<file path="config.mk">
export PLATFORM = sky130hd
export DESIGN_NAME = drdt_timer
export DESIGN_NICKNAME = d
export VERILOG_FILES = /design/src/logic/drdt_pkg.sv /design/src/logic/drdt_prescaler.sv /design/src/logic/drdt_event_filter.sv /design/src/logic/drdt_timer.sv
export SDC_FILE = /design/constraint.sdc
export NUM_CORES = 1
export LEC_CHECK = 0
export ABC_AREA = 1
export BUFFER_PORTS_ARGS = -buffer_cell sky130_fd_sc_hd__buf_2
export CORE_ASPECT_RATIO = 1.75
export CORE_UTILIZATION = 50
export DETAILED_ROUTE_END_ITERATION = 12
export GPL_TIMING_DRIVEN = 0
export PLACE_DENSITY = 0.67
export REMOVE_ABC_BUFFERS = 1
export SLEW_MARGIN = 0
export SYNTH_ARGS = -nofsm -noshare
export SYNTH_HDL_FRONTEND = slang
export SYNTH_SLANG_ARGS = --single-unit
</file>
<file path="constraint.sdc">
create_clock -name clk_i -period 3.9 [get_ports clk_i]
set_clock_uncertainty 0.1 [all_clocks]
set_input_delay 0.585 -clock clk_i [delete_from_list [all_inputs] [get_ports clk_i]]
set_output_delay 0.585 -clock clk_i [all_outputs]
set_load 0.1 [all_outputs]
</file>
<file path="src/logic/drdt_pkg.sv">
// Purpose: shared constants of the dual reload down timer
// Assumes: 8-bit register data, 4-bit register address
// Notes:   offsets index 8-bit registers on the plain register port
package drdt_pkg;
   localparam int unsigned DW = 8;
   localparam int unsigned AW = 4;

   // register offsets
   localparam logic [AW-1:0] ADR_CTRL    = 4'h0;
   localparam logic [AW-1:0] ADR_CFG0    = 4'h1;
   localparam logic [AW-1:0] ADR_CFG1    = 4'h2;
   localparam logic [AW-1:0] ADR_RELOAD0 = 4'h3;
   localparam logic [AW-1:0] ADR_RELOAD1 = 4'h4;
   localparam logic [AW-1:0] ADR_COUNT0  = 4'h5;
   localparam logic [AW-1:0] ADR_COUNT1  = 4'h6;
   localparam logic [AW-1:0] ADR_IRQ     = 4'h7;

   // control register fields
   localparam int unsigned B_T0_RUN    = 0;
   localparam int unsigned B_T1_RUN    = 1;
   localparam int unsigned B_T0_PRESET = 2;
   localparam int unsigned B_T1_PRESET = 3;
   localparam int unsigned B_CHAIN     = 4;
   localparam int unsigned B_PULSE_OUTPUT_CH   = 5;
   localparam int unsigned B_PULSE_OUTPUT_EN   = 6;

   // configuration fields (ratio in bits 1:0)
   localparam int unsigned B_RATIO_LO  = 0;
   localparam int unsigned B_RATIO_HI  = 1;
   localparam int unsigned B_SRC_SEL   = 2;
   localparam int unsigned B_CNT_SRC   = 3;
   localparam int unsigned B_EDGE_POL  = 4;
   localparam int unsigned B_FILTER    = 5;

   // interrupt register fields
   localparam int unsigned B_T0_FLAG   = 0;
   localparam int unsigned B_T1_FLAG   = 1;
   localparam int unsigned B_T0_MASK   = 2;
   localparam int unsigned B_T1_MASK   = 3;

   // values after reset
   localparam logic [DW-1:0] RST_REG   = 8'h00;
   localparam logic [DW-1:0] RST_COUNT = 8'h00;

   // prescaler ratio codes: /1, /4, /32, /256
   localparam logic [7:0] DIV_MASK_0 = 8'h00;
   localparam logic [7:0] DIV_MASK_1 = 8'h03;
   localparam logic [7:0] DIV_MASK_2 = 8'h1F;
   localparam logic [7:0] DIV_MASK_3 = 8'hFF;

   // noise rejector timing
   localparam int unsigned OSC1_HZ      = 32768;
   localparam int unsigned F2K_HZ       = 2048;
   localparam int unsigned F2K_DIV      = OSC1_HZ / F2K_HZ;
   localparam int unsigned FILTER_FALLS = 2;
   localparam int unsigned REJECT_US    = 480;
   localparam int unsigned MIN_PULSE_US = 980;
endpackage

</file>
<file path="src/logic/drdt_prescaler.sv">
// Purpose: per-timer prescaler, picks a source tick and divides it
// Assumes: source ticks are one-cycle pulses on clk_i
// Notes:   division counter is cleared while the timer is stopped
`timescale 1ns/1ps
module drdt_prescaler
   import drdt_pkg::*;
(
   // clock and reset
   input  wire logic       clk_i,
   input  wire logic       sys_rst_i,
   // source ticks
   input  wire logic       osc1_tick_i,
   input  wire logic       osc3_tick_i,
   // settings
   input  wire logic       run_i,
   input  wire logic       src_sel_i,
   input  wire logic [1:0] ratio_i,
   // divided tick
   output logic            tick_o
);
   logic [7:0] div_r;
   logic [7:0] mask;
   logic       src_tick;

   assign src_tick = src_sel_i ? osc3_tick_i : osc1_tick_i;

   always_comb
   begin
      unique case (ratio_i)
         2'b00: mask = DIV_MASK_0;
         2'b01: mask = DIV_MASK_1;
         2'b10: mask = DIV_MASK_2;
         2'b11: mask = DIV_MASK_3;
      endcase
   end

   always_ff @(posedge clk_i or posedge sys_rst_i)
   begin
      if (sys_rst_i)
         div_r <= 8'h00;
      else if (!run_i)
         div_r <= 8'h00;
      else if (src_tick)
         div_r <= div_r + 8'h01;
   end

   always_ff @(posedge clk_i or posedge sys_rst_i)
   begin
      if (sys_rst_i)
         tick_o <= 1'b0;
      else
         tick_o <= run_i && src_tick && ((div_r & mask) == mask);
   end
endmodule

</file>
<file path="src/logic/drdt_event_filter.sv">
// Purpose: noise rejector on the synchronised event level
// Assumes: f2k_fall_i pulses once per falling edge of the 2 kHz clock
// Notes:   bypassed when disabled, level then follows one cycle late
`timescale 1ns/1ps
module drdt_event_filter
   import drdt_pkg::*;
(
   // clock and reset
   input  wire logic clk_i,
   input  wire logic sys_rst_i,
   // inputs
   input  wire logic level_i,
   input  wire logic f2k_fall_i,
   input  wire logic enable_i,
   // filtered level
   output logic      level_o
);
   logic [1:0] falls_r;

   always_ff @(posedge clk_i or posedge sys_rst_i)
   begin
      if (sys_rst_i)
         falls_r <= 2'b00;
      else if (level_i == level_o)
         falls_r <= 2'b00;
      else if (f2k_fall_i)
         falls_r <= falls_r + 2'b01;
   end

   always_ff @(posedge clk_i or posedge sys_rst_i)
   begin
      if (sys_rst_i)
         level_o <= 1'b1;
      else if (!enable_i)
         level_o <= level_i;
      else if (level_i != level_o && f2k_fall_i
               && falls_r == 2'(FILTER_FALLS - 1))
         level_o <= level_i;
   end
endmodule

</file>
<file path="src/logic/drdt_timer.sv">
// Purpose: two 8-bit reload down timers, chainable to 16 bits
// Assumes: osc1, osc3 and event pin are slow asynchronous inputs
// Notes:   register read data stands one cycle after the read strobe
//
// How it works
// two 8-bit reload down counters, chainable
// chain off: timers run fully independently
// preset write copies reload into counter
// run gates count clock, stop holds value
// low read freezes high byte
// software reads low byte before high
// underflow reloads counter and keeps counting
// underflow drives flag, pulse, serial clock
// default prescaler source; timer 1 prescaler only
// event mode counts pin, ignores prescaler
// polarity: 0 falling, 1 rising edge
// filter bit inserts noise rejector
// accept change at second 2 kHz fall
// source holds each level 0.98 ms
// per-timer prescaler on chosen source
// ratio codes divide by 1,4,32,256
// source bit: 0 osc1, 1 osc3
// 16-bit: timer 0 low, run0 controls
// underflow sets flag; mask gates request
// event pin synchronised before edge detect
`timescale 1ns/1ps
module drdt_timer
   import drdt_pkg::*;
(
   // clock and reset
   input  wire logic          clk_i,
   input  wire logic          sys_rst_i,
   // register port
   input  wire logic [AW-1:0] reg_addr_i,
   input  wire logic [DW-1:0] reg_wdata_i,
   input  wire logic          reg_we_i,
   input  wire logic          reg_re_i,
   output logic      [DW-1:0] reg_rdata_o,
   // source clocks and event pin
   input  wire logic          osc1_i,
   input  wire logic          osc3_i,
   input  wire logic          event_input_pin_i,
   // outputs
   output logic               pulse_output_o,
   output logic               serial_clk_o,
   output logic               t0_irq_req_o,
   output logic               t1_irq_req_o
);
   logic [DW-1:0] ctrl_r;
   logic [DW-1:0] cfg0_r;
   logic [DW-1:0] cfg1_r;
   logic [DW-1:0] reload0_r;
   logic [DW-1:0] reload1_r;
   logic [DW-1:0] cnt0_r;
   logic [DW-1:0] cnt1_r;
   logic [DW-1:0] cnt0_nxt;
   logic [DW-1:0] cnt1_nxt;
   logic [DW-1:0] hold_r;
   logic          hold_vld_r;
   logic          t0_irq_flag_r;
   logic          t1_irq_flag_r;
   logic          t0_irq_mask_r;
   logic          t1_irq_mask_r;
   logic          pulse_output_r;
   logic [2:0]    osc1_s_r;
   logic [2:0]    osc3_s_r;
   logic [1:0]    ev_s_r;
   logic          ev_lvl;
   logic          ev_prev_r;
   logic [$clog2(F2K_DIV)-1:0] f2k_cnt_r;
   logic          osc1_tick;
   logic          osc3_tick;
   logic          f2k_fall;
   logic          pre0_tick;
   logic          pre1_tick;
   logic          ev_edge;
   logic          t0_clk;
   logic          t1_clk;
   logic          uf0;
   logic          uf1;
   logic          wr_ctrl;
   logic          t0_preset;
   logic          t1_preset;
   logic          t0_run;
   logic          t1_run;
   logic          chain_select;
   logic          t0_count_source_sel;
   logic          event_edge_polarity;
   logic          event_filter_sel;
   logic          pulse_output_sel_uf;
   logic          t1_active;

   assign t0_run              = ctrl_r[B_T0_RUN];
   assign t1_run              = ctrl_r[B_T1_RUN];
   assign chain_select        = ctrl_r[B_CHAIN];
   assign t0_count_source_sel = cfg0_r[B_CNT_SRC];
   assign event_edge_polarity = cfg0_r[B_EDGE_POL];
   assign event_filter_sel    = cfg0_r[B_FILTER];
   assign wr_ctrl             = reg_we_i && (reg_addr_i == ADR_CTRL);
   assign t0_preset           = wr_ctrl && reg_wdata_i[B_T0_PRESET];
   assign t1_preset           = wr_ctrl && reg_wdata_i[B_T1_PRESET];

   // source clock and event pin synchronisers
   always_ff @(posedge clk_i or posedge sys_rst_i)
   begin
      if (sys_rst_i)
      begin
         osc1_s_r <= 3'b000;
         osc3_s_r <= 3'b000;
         ev_s_r   <= 2'b11;
      end
      else
      begin
         osc1_s_r <= {osc1_s_r[1:0], osc1_i};
         osc3_s_r <= {osc3_s_r[1:0], osc3_i};
         ev_s_r   <= {ev_s_r[0], event_input_pin_i};
      end
   end

   assign osc1_tick = osc1_s_r[1] && !osc1_s_r[2];
   assign osc3_tick = osc3_s_r[1] && !osc3_s_r[2];

   // 2 kHz clock from osc1; its falling edge is the counter wrap
   always_ff @(posedge clk_i or posedge sys_rst_i)
   begin
      if (sys_rst_i)
         f2k_cnt_r <= '0;
      else if (osc1_tick)
         f2k_cnt_r <= f2k_cnt_r + 1'b1;
   end

   assign f2k_fall = osc1_tick && (f2k_cnt_r == '1);

   drdt_prescaler u_pre0 (
      .clk_i       (clk_i),
      .sys_rst_i   (sys_rst_i),
      .osc1_tick_i (osc1_tick),
      .osc3_tick_i (osc3_tick),
      .run_i       (t0_run && !t0_count_source_sel),
      .src_sel_i   (cfg0_r[B_SRC_SEL]),
      .ratio_i     (cfg0_r[B_RATIO_HI:B_RATIO_LO]),
      .tick_o      (pre0_tick)
   );

   drdt_prescaler u_pre1 (
      .clk_i       (clk_i),
      .sys_rst_i   (sys_rst_i),
      .osc1_tick_i (osc1_tick),
      .osc3_tick_i (osc3_tick),
      .run_i       (t1_run && !chain_select),
      .src_sel_i   (cfg1_r[B_SRC_SEL]),
      .ratio_i     (cfg1_r[B_RATIO_HI:B_RATIO_LO]),
      .tick_o      (pre1_tick)
   );

   drdt_event_filter u_filt (
      .clk_i      (clk_i),
      .sys_rst_i  (sys_rst_i),
      .level_i    (ev_s_r[1]),
      .f2k_fall_i (f2k_fall),
      .enable_i   (event_filter_sel),
      .level_o    (ev_lvl)
   );

   always_ff @(posedge clk_i or posedge sys_rst_i)
   begin
      if (sys_rst_i)
         ev_prev_r <= 1'b1;
      else
         ev_prev_r <= ev_lvl;
   end

   assign ev_edge = event_edge_polarity ? (ev_lvl && !ev_prev_r)
                                        : (!ev_lvl && ev_prev_r);
   assign t0_clk  = t0_run && (t0_count_source_sel ? ev_edge : pre0_tick);
   assign t1_clk  = !chain_select && t1_run && pre1_tick;

   // counter next state, chained or separate
   always_comb
   begin
      cnt0_nxt = cnt0_r;
      cnt1_nxt = cnt1_r;
      uf0      = 1'b0;
      uf1      = 1'b0;
      if (chain_select)
      begin
         if (t0_clk)
         begin
            uf0 = (cnt0_r == 8'h00);
            if ({cnt1_r, cnt0_r} == 16'h0000)
            begin
               cnt0_nxt = reload0_r;
               cnt1_nxt = reload1_r;
               uf1      = 1'b1;
            end
            else
               {cnt1_nxt, cnt0_nxt} = {cnt1_r, cnt0_r} - 16'h0001;
         end
      end
      else
      begin
         if (t0_clk)
         begin
            uf0      = (cnt0_r == 8'h00);
            cnt0_nxt = uf0 ? reload0_r : cnt0_r - 8'h01;
         end
         if (t1_clk)
         begin
            uf1      = (cnt1_r == 8'h00);
            cnt1_nxt = uf1 ? reload1_r : cnt1_r - 8'h01;
         end
      end
      if (t0_preset)
         cnt0_nxt = reload0_r;
      if (t1_preset)
         cnt1_nxt = reload1_r;
   end

   always_ff @(posedge clk_i or posedge sys_rst_i)
   begin
      if (sys_rst_i)
      begin
         cnt0_r <= RST_COUNT;
         cnt1_r <= RST_COUNT;
      end
      else
      begin
         cnt0_r <= cnt0_nxt;
         cnt1_r <= cnt1_nxt;
      end
   end

   // software registers
   always_ff @(posedge clk_i or posedge sys_rst_i)
   begin
      if (sys_rst_i)
      begin
         ctrl_r        <= RST_REG;
         cfg0_r        <= RST_REG;
         cfg1_r        <= RST_REG;
         reload0_r     <= RST_REG;
         reload1_r     <= RST_REG;
         t0_irq_mask_r <= 1'b0;
         t1_irq_mask_r <= 1'b0;
      end
      else if (reg_we_i)
      begin
         unique case (reg_addr_i)
            ADR_CTRL:    ctrl_r    <= reg_wdata_i & 8'h73;
            ADR_CFG0:    cfg0_r    <= reg_wdata_i & 8'h3F;
            ADR_CFG1:    cfg1_r    <= reg_wdata_i & 8'h07;
            ADR_RELOAD0: reload0_r <= reg_wdata_i;
            ADR_RELOAD1: reload1_r <= reg_wdata_i;
            ADR_IRQ:
            begin
               t0_irq_mask_r <= reg_wdata_i[B_T0_MASK];
               t1_irq_mask_r <= reg_wdata_i[B_T1_MASK];
            end
            default: ;
         endcase
      end
   end

   // flags: a new underflow wins over a write-one clear
   always_ff @(posedge clk_i or posedge sys_rst_i)
   begin
      if (sys_rst_i)
      begin
         t0_irq_flag_r <= 1'b0;
         t1_irq_flag_r <= 1'b0;
      end
      else
      begin
         if (uf0)
            t0_irq_flag_r <= 1'b1;
         else if (reg_we_i && reg_addr_i == ADR_IRQ && reg_wdata_i[B_T0_FLAG])
            t0_irq_flag_r <= 1'b0;
         if (uf1)
            t1_irq_flag_r <= 1'b1;
         else if (reg_we_i && reg_addr_i == ADR_IRQ && reg_wdata_i[B_T1_FLAG])
            t1_irq_flag_r <= 1'b0;
      end
   end

   always_ff @(posedge clk_i or posedge sys_rst_i)
   begin
      if (sys_rst_i)
      begin
         t0_irq_req_o <= 1'b0;
         t1_irq_req_o <= 1'b0;
      end
      else
      begin
         t0_irq_req_o <= t0_irq_flag_r && t0_irq_mask_r;
         t1_irq_req_o <= t1_irq_flag_r && t1_irq_mask_r;
      end
   end

   // high byte hold and read data
   always_ff @(posedge clk_i or posedge sys_rst_i)
   begin
      if (sys_rst_i)
      begin
         hold_r     <= RST_COUNT;
         hold_vld_r <= 1'b0;
      end
      else if (reg_re_i && reg_addr_i == ADR_COUNT0)
      begin
         hold_r     <= cnt1_r;
         hold_vld_r <= 1'b1;
      end
      else if (reg_re_i && reg_addr_i == ADR_COUNT1)
         hold_vld_r <= 1'b0;
   end

   always_ff @(posedge clk_i or posedge sys_rst_i)
   begin
      if (sys_rst_i)
         reg_rdata_o <= 8'h00;
      else if (reg_re_i)
      begin
         unique case (reg_addr_i)
            ADR_CTRL:    reg_rdata_o <= ctrl_r;
            ADR_CFG0:    reg_rdata_o <= cfg0_r;
            ADR_CFG1:    reg_rdata_o <= cfg1_r;
            ADR_RELOAD0: reg_rdata_o <= reload0_r;
            ADR_RELOAD1: reg_rdata_o <= reload1_r;
            ADR_COUNT0:  reg_rdata_o <= cnt0_r;
            ADR_COUNT1:  reg_rdata_o <= hold_vld_r ? hold_r : cnt1_r;
            ADR_IRQ:     reg_rdata_o <= {4'h0, t1_irq_mask_r, t0_irq_mask_r,
                                         t1_irq_flag_r, t0_irq_flag_r};
            default:     reg_rdata_o <= 8'h00;
         endcase
      end
      else
         reg_rdata_o <= 8'h00;
   end

   // pulse output and serial clock, each a divide-by-two of underflows
   assign pulse_output_sel_uf = ctrl_r[B_PULSE_OUTPUT_CH] ? uf1 : uf0;
   assign t1_active   = chain_select ? t0_run : t1_run;

   always_ff @(posedge clk_i or posedge sys_rst_i)
   begin
      if (sys_rst_i)
      begin
         pulse_output_r         <= 1'b0;
         pulse_output_o <= 1'b1;
      end
      else
      begin
         if (pulse_output_sel_uf)
            pulse_output_r <= !pulse_output_r;
         pulse_output_o <= ctrl_r[B_PULSE_OUTPUT_EN] ? pulse_output_r : 1'b1;
      end
   end

   always_ff @(posedge clk_i or posedge sys_rst_i)
   begin
      if (sys_rst_i)
         serial_clk_o <= 1'b0;
      else if (!t1_active)
         serial_clk_o <= 1'b0;
      else if (uf1)
         serial_clk_o <= !serial_clk_o;
   end
endmodule

</file>
==> reports/qor.txt, run 1 <==
Starting Density = 0.510
H-tree levels = 3
Post-synth ARST share = 1.00
GR Util met2 = 0.493
Drt first pass iters = 5
Crit end category = register
Chip width = 82.5 µm
Mapped Area = 5670 µm²
Die area = 11,800 µm²
Synth Register Bits = 106
Most frequent cell after synthesis = nand2_1
Max IR drop VDD = 349 µV
Via count = 4,938
Post-DP HPWL = 11,500 µm
Rows = 51
Die height = 143 µm
Yosys top cell by area = dfrtp_1
Tcrit/Tclk final = 0.581
DRC Markers = 0
Max-cap violations = 0
Worst hold slack = 0.220 ns
Status = finished, final reports clean
I/O Buffers = 30
Routed wire per std cell = 16.6 µm
Global-route wire length before repair = 24,100 µm
DR vias/cell = 5.46
CTS Buffer Depth = 2
Synth cell types = 40
Synthesized area per cell = 7.71 µm²
Post-synth top flop = dfrtp_1
Met3 Usage GRT = 0.0396
I/O pin count = 31
Dpl cell area = 5940 µm²
Final ANT Viol Nets = 0
Achievable frequency = 0.441 GHz
Reg clk slew, reported paths = 0.08 ns
GR Util met1 = 0.293
Final Cell Area = 6260 µm²
CP Max Fanout = 6
Slew @ Worst Pin = 0.627 ns
Pwr dens = 573 nW/µm²
GRT Max-Usage Layer = met2
Final hold vios = 0
CP startpoint kind = register
HP Class = in2async
CP required = 4.05 ns
Number of enable flip-flop cells after synthesis = 0
Top cells by area, synth = dfrtp_1 45%, nand2_1 15%, o21ai_0 6.7%
P_leak = 3.11 nW
Area Overhead vs Synth = 10.5%
Utilization after layout = 0.564
Synth top cells by count = 223 x nand2_1, 101 x dfrtp_1, 81 x inv_1
Worst EP arrival = 2.41 ns
Cts repair resizes = 0
Largest net degree at the start of global routing = 59
DRT iter0 DRCs = 366
Worst skew pair latency = 0.36 ns
N_diodes = 0
Sequential share of the synthesized area = 0.469
Tot GR Track Use = 0.281
Fin crit period = 2.27 ns
Clock Sinks = 106
Post-CTS setup repair buffer count = 0
Setup CP Type = reg2reg
Core Area = 11,100 µm²
Cts bufs inserted = 9
Routed WL = 15,000 µm
GP Congestion = 0.946
Synthesized instance count = 735
Layout Nets = 793
CTS tree = built
Global route total overflow = 0
Post-CTS Hold Fix Bufs = 0
Yosys warning count = 0
Pins Over Slew Limit = 0
Antenna violations before repair = 0
Placed Cells = 888
Slew HR = 0.582
Layout cells sized above 1 = 0.127
Final setup vio count = 0
Vias in the first global route = 4,905
Non-Filler Instances = 904
Top cell type's share of synthesized area = 0.446
Root Buffer = clkbuf_16
Unrepaired setup endpoints after global routing = no
-- critical path, stage by stage (launching register included) --
cell and delay, ns:
dfrtp_1 0.43, inv_1 0.24, ha_1 0.30, nand2_1 0.13, nor2_1 0.26, nand2_1 0.20, nand2_1 0.12, nor2_1 0.08
nand2_1 0.07, nand2_1 0.05, nor2_1 0.11, a21oi_1 0.07
-- report_power, final --
part | switching, mW | internal [mW]
Clock | 0.407 | 0.584
Combinational | 0.688 | 0.322
Sequential | 0.265 | 1.32
Total | 1.36 | 2.23
-- cell type report --
cell class | instances | area [µm²]
clock buffers | 12 | 246
clock inverters | 4 | 76.3
flip-flops and latches | 106 | 2660
inverters | 90 | 340
multi-input cells | 529 | 2600
repair buffers | 31 | 178
well taps | 132 | 165
fillers | 1060 | 4840
-- through the flow --
step / setup WS [ns] / setup TNS [ns] / power, mW
finish: 1.63 / 0 / 3.59
global route: 1.40 / 0 / 3.80
CTS: 1.65 / 0 / 3.60
detailed placement: 1.67 / 0 / 2.60
global placement: -0.752 / -75.13 / 2.57
floorplan: 0.434 / 0 / 2.28
-- flip-flops by register name, indices dropped and copies added (netlist names), 2 cells and up --
| register | cells |
|---|---|
| cfg0_r | 6 |
| cfg1_r | 3 |
| cnt0_r | 8 |
| cnt1_r | 8 |
| ctrl_r | 5 |
| ev_s_r | 2 |
| f2k_cnt_r | 4 |
| hold_r | 8 |
| osc1_s_r | 3 |
| osc3_s_r | 3 |
| reg_rdata_o | 8 |
| reload0_r | 8 |
| reload1_r | 8 |
| u_filt.falls_r | 2 |
| u_pre0.div_r | 8 |
| u_pre1.div_r | 8 |
-- placed cells by master, fill, tap and decap left out, drive strengths merged --
cell	n
a211oi	3
a21oi	31
a22oi	2
a31oi	4
buf	31
bufinv	2
clkbuf	12
clkinv	1
clkinvlp	1
dfrtp	101
dfstp	5
ha	7
inv	90
nand2	236
nand3	52
nand3b	1
nand4	3
nor2	74
nor3	9
nor3b	2
o211ai	3
o21ai	90
o21bai	1
o22ai	5
xnor2	2
xor2	4
-- cell families after synthesis --
logic type	share of synthesized area
and+or+nand+nor	0.296
AOI/OAI and AO/OA	0.138
DFF	0.469
buffers and inverters	0.0728
adders and majority gates	0.0155
xor gates and xnor gates	0.00927
-- final timing paths --
| check | end | slack, ns | cells after the start | startpoint |
|---|---|---|---|---|
| min in group clk_i | ev_s_r[0]$_DFF_PP1_ | 0.24 | 1 | event_input_pin_i |
| hold reg to reg | ev_s_r[1]$_DFF_PP1_ | 0.26 | 0 | ev_s_r[0]$_DFF_PP1_ |
| max in group asynchronous | u_filt.level_o$_DFFE_PP1P_ | 2.76 | 3 | sys_rst_i |
| hold / removal | u_filt.falls_r[0]$_DFFE_PP0P_ | 0.22 | 2 | sys_rst_i |
| setup / recovery | cnt1_r[5]$_DFFE_PP0P_ | 1.63 | 11 | cnt1_r[0]$_DFFE_PP0P_ |
| setup reg to reg | cnt1_r[5]$_DFFE_PP0P_ | 1.63 | 11 | cnt1_r[0]$_DFFE_PP0P_ |
-- metal layers --
metal  routed length (µm)  vias to the layer above
li1                     -                     2436
met1                 5540                     2328
met2                 7920                      121
met3                  432                       53
met4                 1080                        0
met5                    0                        -
(Power assumes the default switching activity.)
==> run 2, diff against run 1 <==
==> constraint.sdc (replaced) <==
create_clock -name clk_i -period 2.1 [get_ports clk_i]
set_clock_uncertainty 0.1 [all_clocks]
set_input_delay 0.315 -clock clk_i [delete_from_list [all_inputs] [get_ports clk_i]]
set_output_delay 0.315 -clock clk_i [all_outputs]
set_load 0.1 [all_outputs]
==> reports/qor.txt, run 2 (synthesis gave the netlist of run 1 again) <==
Status = finished, final reports clean (unchanged)
Die area = 11,800 µm² (unchanged)
Vias in the first global route = 4,933 (was 4,905)
Largest net degree at the start of global routing = 59 (unchanged)
GP Congestion = 0.946 (unchanged)
P_leak = 3.14 nW (was 3.11 nW)
Multi-input logic area = 2620 µm² (was 2600 µm²)
Cts bufs inserted = 9 (unchanged)
Slew @ Worst Pin = 0.638 ns (was 0.627 ns)
Antenna violations before repair = 0 (unchanged)
N_diodes = 0 (unchanged)
Area Overhead vs Synth = 12.1% (was 10.5%)
Fillcell total = 1,056 (was 1,060)
Worst skew pair latency = 0.36 ns (about the same)
Fin crit period = 1.96 ns (was 2.27 ns)
Routed wire per std cell = 16.6 µm (about the same)
Root Buffer = clkbuf_16 (unchanged)
CP Max Fanout = 12 (was 6)
Global route total overflow = 0 (unchanged)
Starting Density = 0.510 (unchanged)
Hold Path Cell Cnt = 3
DRC Markers = 0 (unchanged)
Via count = 4,944 (was 4,938)
Register area = 2660 µm² (about the same)
Rows = 51 (unchanged)
Max-cap violations = 0 (unchanged)
Slew HR = 0.575 (was 0.582)
Tcrit/Tclk final = 0.935 (was 0.581)
R2r worst-path depth = 8 (was 11)
Utilization after layout = 0.572 (was 0.564)
Final Cell Area = 6350 µm² (was 6260 µm²)
Chip width = 82.5 µm (unchanged)
Dpl cell area = 5940 µm² (unchanged)
Worst slack at placement = -0.131 ns (was 1.67 ns)
CP required = 2.24 ns (was 4.05 ns)
Global-route wire length before repair = 24,200 µm (was 24,100 µm)
Worst setup margin = 0.136 ns (was 1.63 ns)
Layout Nets = 800 (was 793)
DRT iter0 DRCs = 324 (was 366)
Achievable frequency = 0.509 GHz (was 0.441 GHz)
Drt first pass iters = 5 (unchanged)
Post-DP HPWL = 11,500 µm (unchanged)
Tot GR Track Use = 0.282 (was 0.281)
DR vias/cell = 5.43 (was 5.46)
Commonest non-fill, non-tap cell in the layout = nand2_1 (unchanged)
Routed WL = 15,100 µm (was 15,000 µm)
Setup CP Type = reg2reg (unchanged)
CTS tree = built (unchanged)
Final ANT Viol Nets = 0 (unchanged)
H-tree levels = 3 (unchanged)
I/O Buffers = 30 (unchanged)
Clock Sinks = 106 (unchanged)
Core Area = 11,100 µm² (unchanged)
Reg clk slew, reported paths = 0.08 ns (about the same)
CTS Buffer Depth = 2 (unchanged)
Worst hold slack = 0.172 ns (was 0.220 ns)
Worst EP arrival = 2.11 ns (was 2.41 ns)
Max IR drop VDD = 651 µV (was 349 µV)
I/O pin count = 31 (unchanged)
Crit end category = register (unchanged)
Layout cells sized above 1 = 0.142 (was 0.127)
CP startpoint kind = register (unchanged)
Die height = 143 µm (unchanged)
Final setup vio count = 0 (unchanged)
HP Class = in2reg (was in2async)
Most frequent cells in the layout = 221 x nand2_1, 99 x dfrtp_1, 78 x inv_1, 76 x o21ai_0, 59 x nor2_1 (was 223 x nand2_1, 101 x dfrtp_1, 80 x inv_1, 76 x o21ai_0, 62 x nor2_1)
Final hold vios = 0 (unchanged)
Pins Over Slew Limit = 0 (unchanged)
Setup TNS = 0 ns (unchanged)
Pwr dens = 1060 nW/µm² (was 573 nW/µm²)
## run 2: critical path: stages (launching register included)
cell,delay (ns)
dfrtp_2,0.53
inv_2,0.22
nand2_2,0.12
nor2_1,0.28
nor2_4,0.10
nand2_2,0.23
nand2_1,0.08
nor2_1,0.11
a21oi_1,0.07
## run 2: metal layers
| metal | up-vias | wire length (µm) | global-route usage |
|---|---|---|---|
| li1 | 2449 | - | - |
| met1 | 2321 | 5590 | 0.293 |
| met2 | 123 | 7940 | 0.495 |
| met3 | 51 | 495 | 0.0377 |
| met4 | 0 | 1070 | 0.211 |
| met5 | - | 0 | 0 |
## run 2: stage by stage
stage	instances	total power [mW]
finish	911	6.72
global route	911	7.12
CTS	908	6.70
detailed placement	888	4.84
global placement	887	4.78
floorplan	725	4.24
## run 2: cell type report
cell class / instances / share of cell area
multi-input cells: 529 / 0.413
clock inverters: 4 / 0.0120
flip-flops and latches: 106 / 0.419
well taps: 132 / 0.0260
clock buffers: 12 / 0.0388
repair buffers: 38 / 0.0378
inverters: 90 / 0.0540
## run 2: worst paths after layout
kind,to,slack [ns],startpoint
setup / recovery,cnt1_r[5]$_DFFE_PP0P_,0.14,ctrl_r[4]$_DFFE_PP0P_
hold / removal,reload0_r[7]$_DFFE_PP0P_,0.17,reg_wdata_i[7]
setup reg to reg,cnt1_r[5]$_DFFE_PP0P_,0.14,ctrl_r[4]$_DFFE_PP0P_
hold reg to reg,ev_s_r[1]$_DFF_PP1_,0.26,ev_s_r[0]$_DFF_PP1_
max in group asynchronous,u_filt.level_o$_DFFE_PP1P_,0.67,sys_rst_i
min in group asynchronous,u_filt.falls_r[0]$_DFFE_PP0P_,0.51,sys_rst_i
## run 2: power breakdown
| part | internal, mW | switching [mW] |
|---|---|---|
| logic | 0.622 | 1.31 |
| clock network | 1.08 | 0.755 |
| registers | 2.46 | 0.492 |
## run 2: repair_timing
| action | CTS | global route |
|---|---|---|
| hold buffers | 4 | 0 |
| gates resized for setup | 3 | 10 |
| pin swaps | 1 | 1 |
| hold endpoints to repair | 48 | 0 |
| buffers inserted | 0 | 3 |
| endpoints found under the setup margin | 13 | 17 |
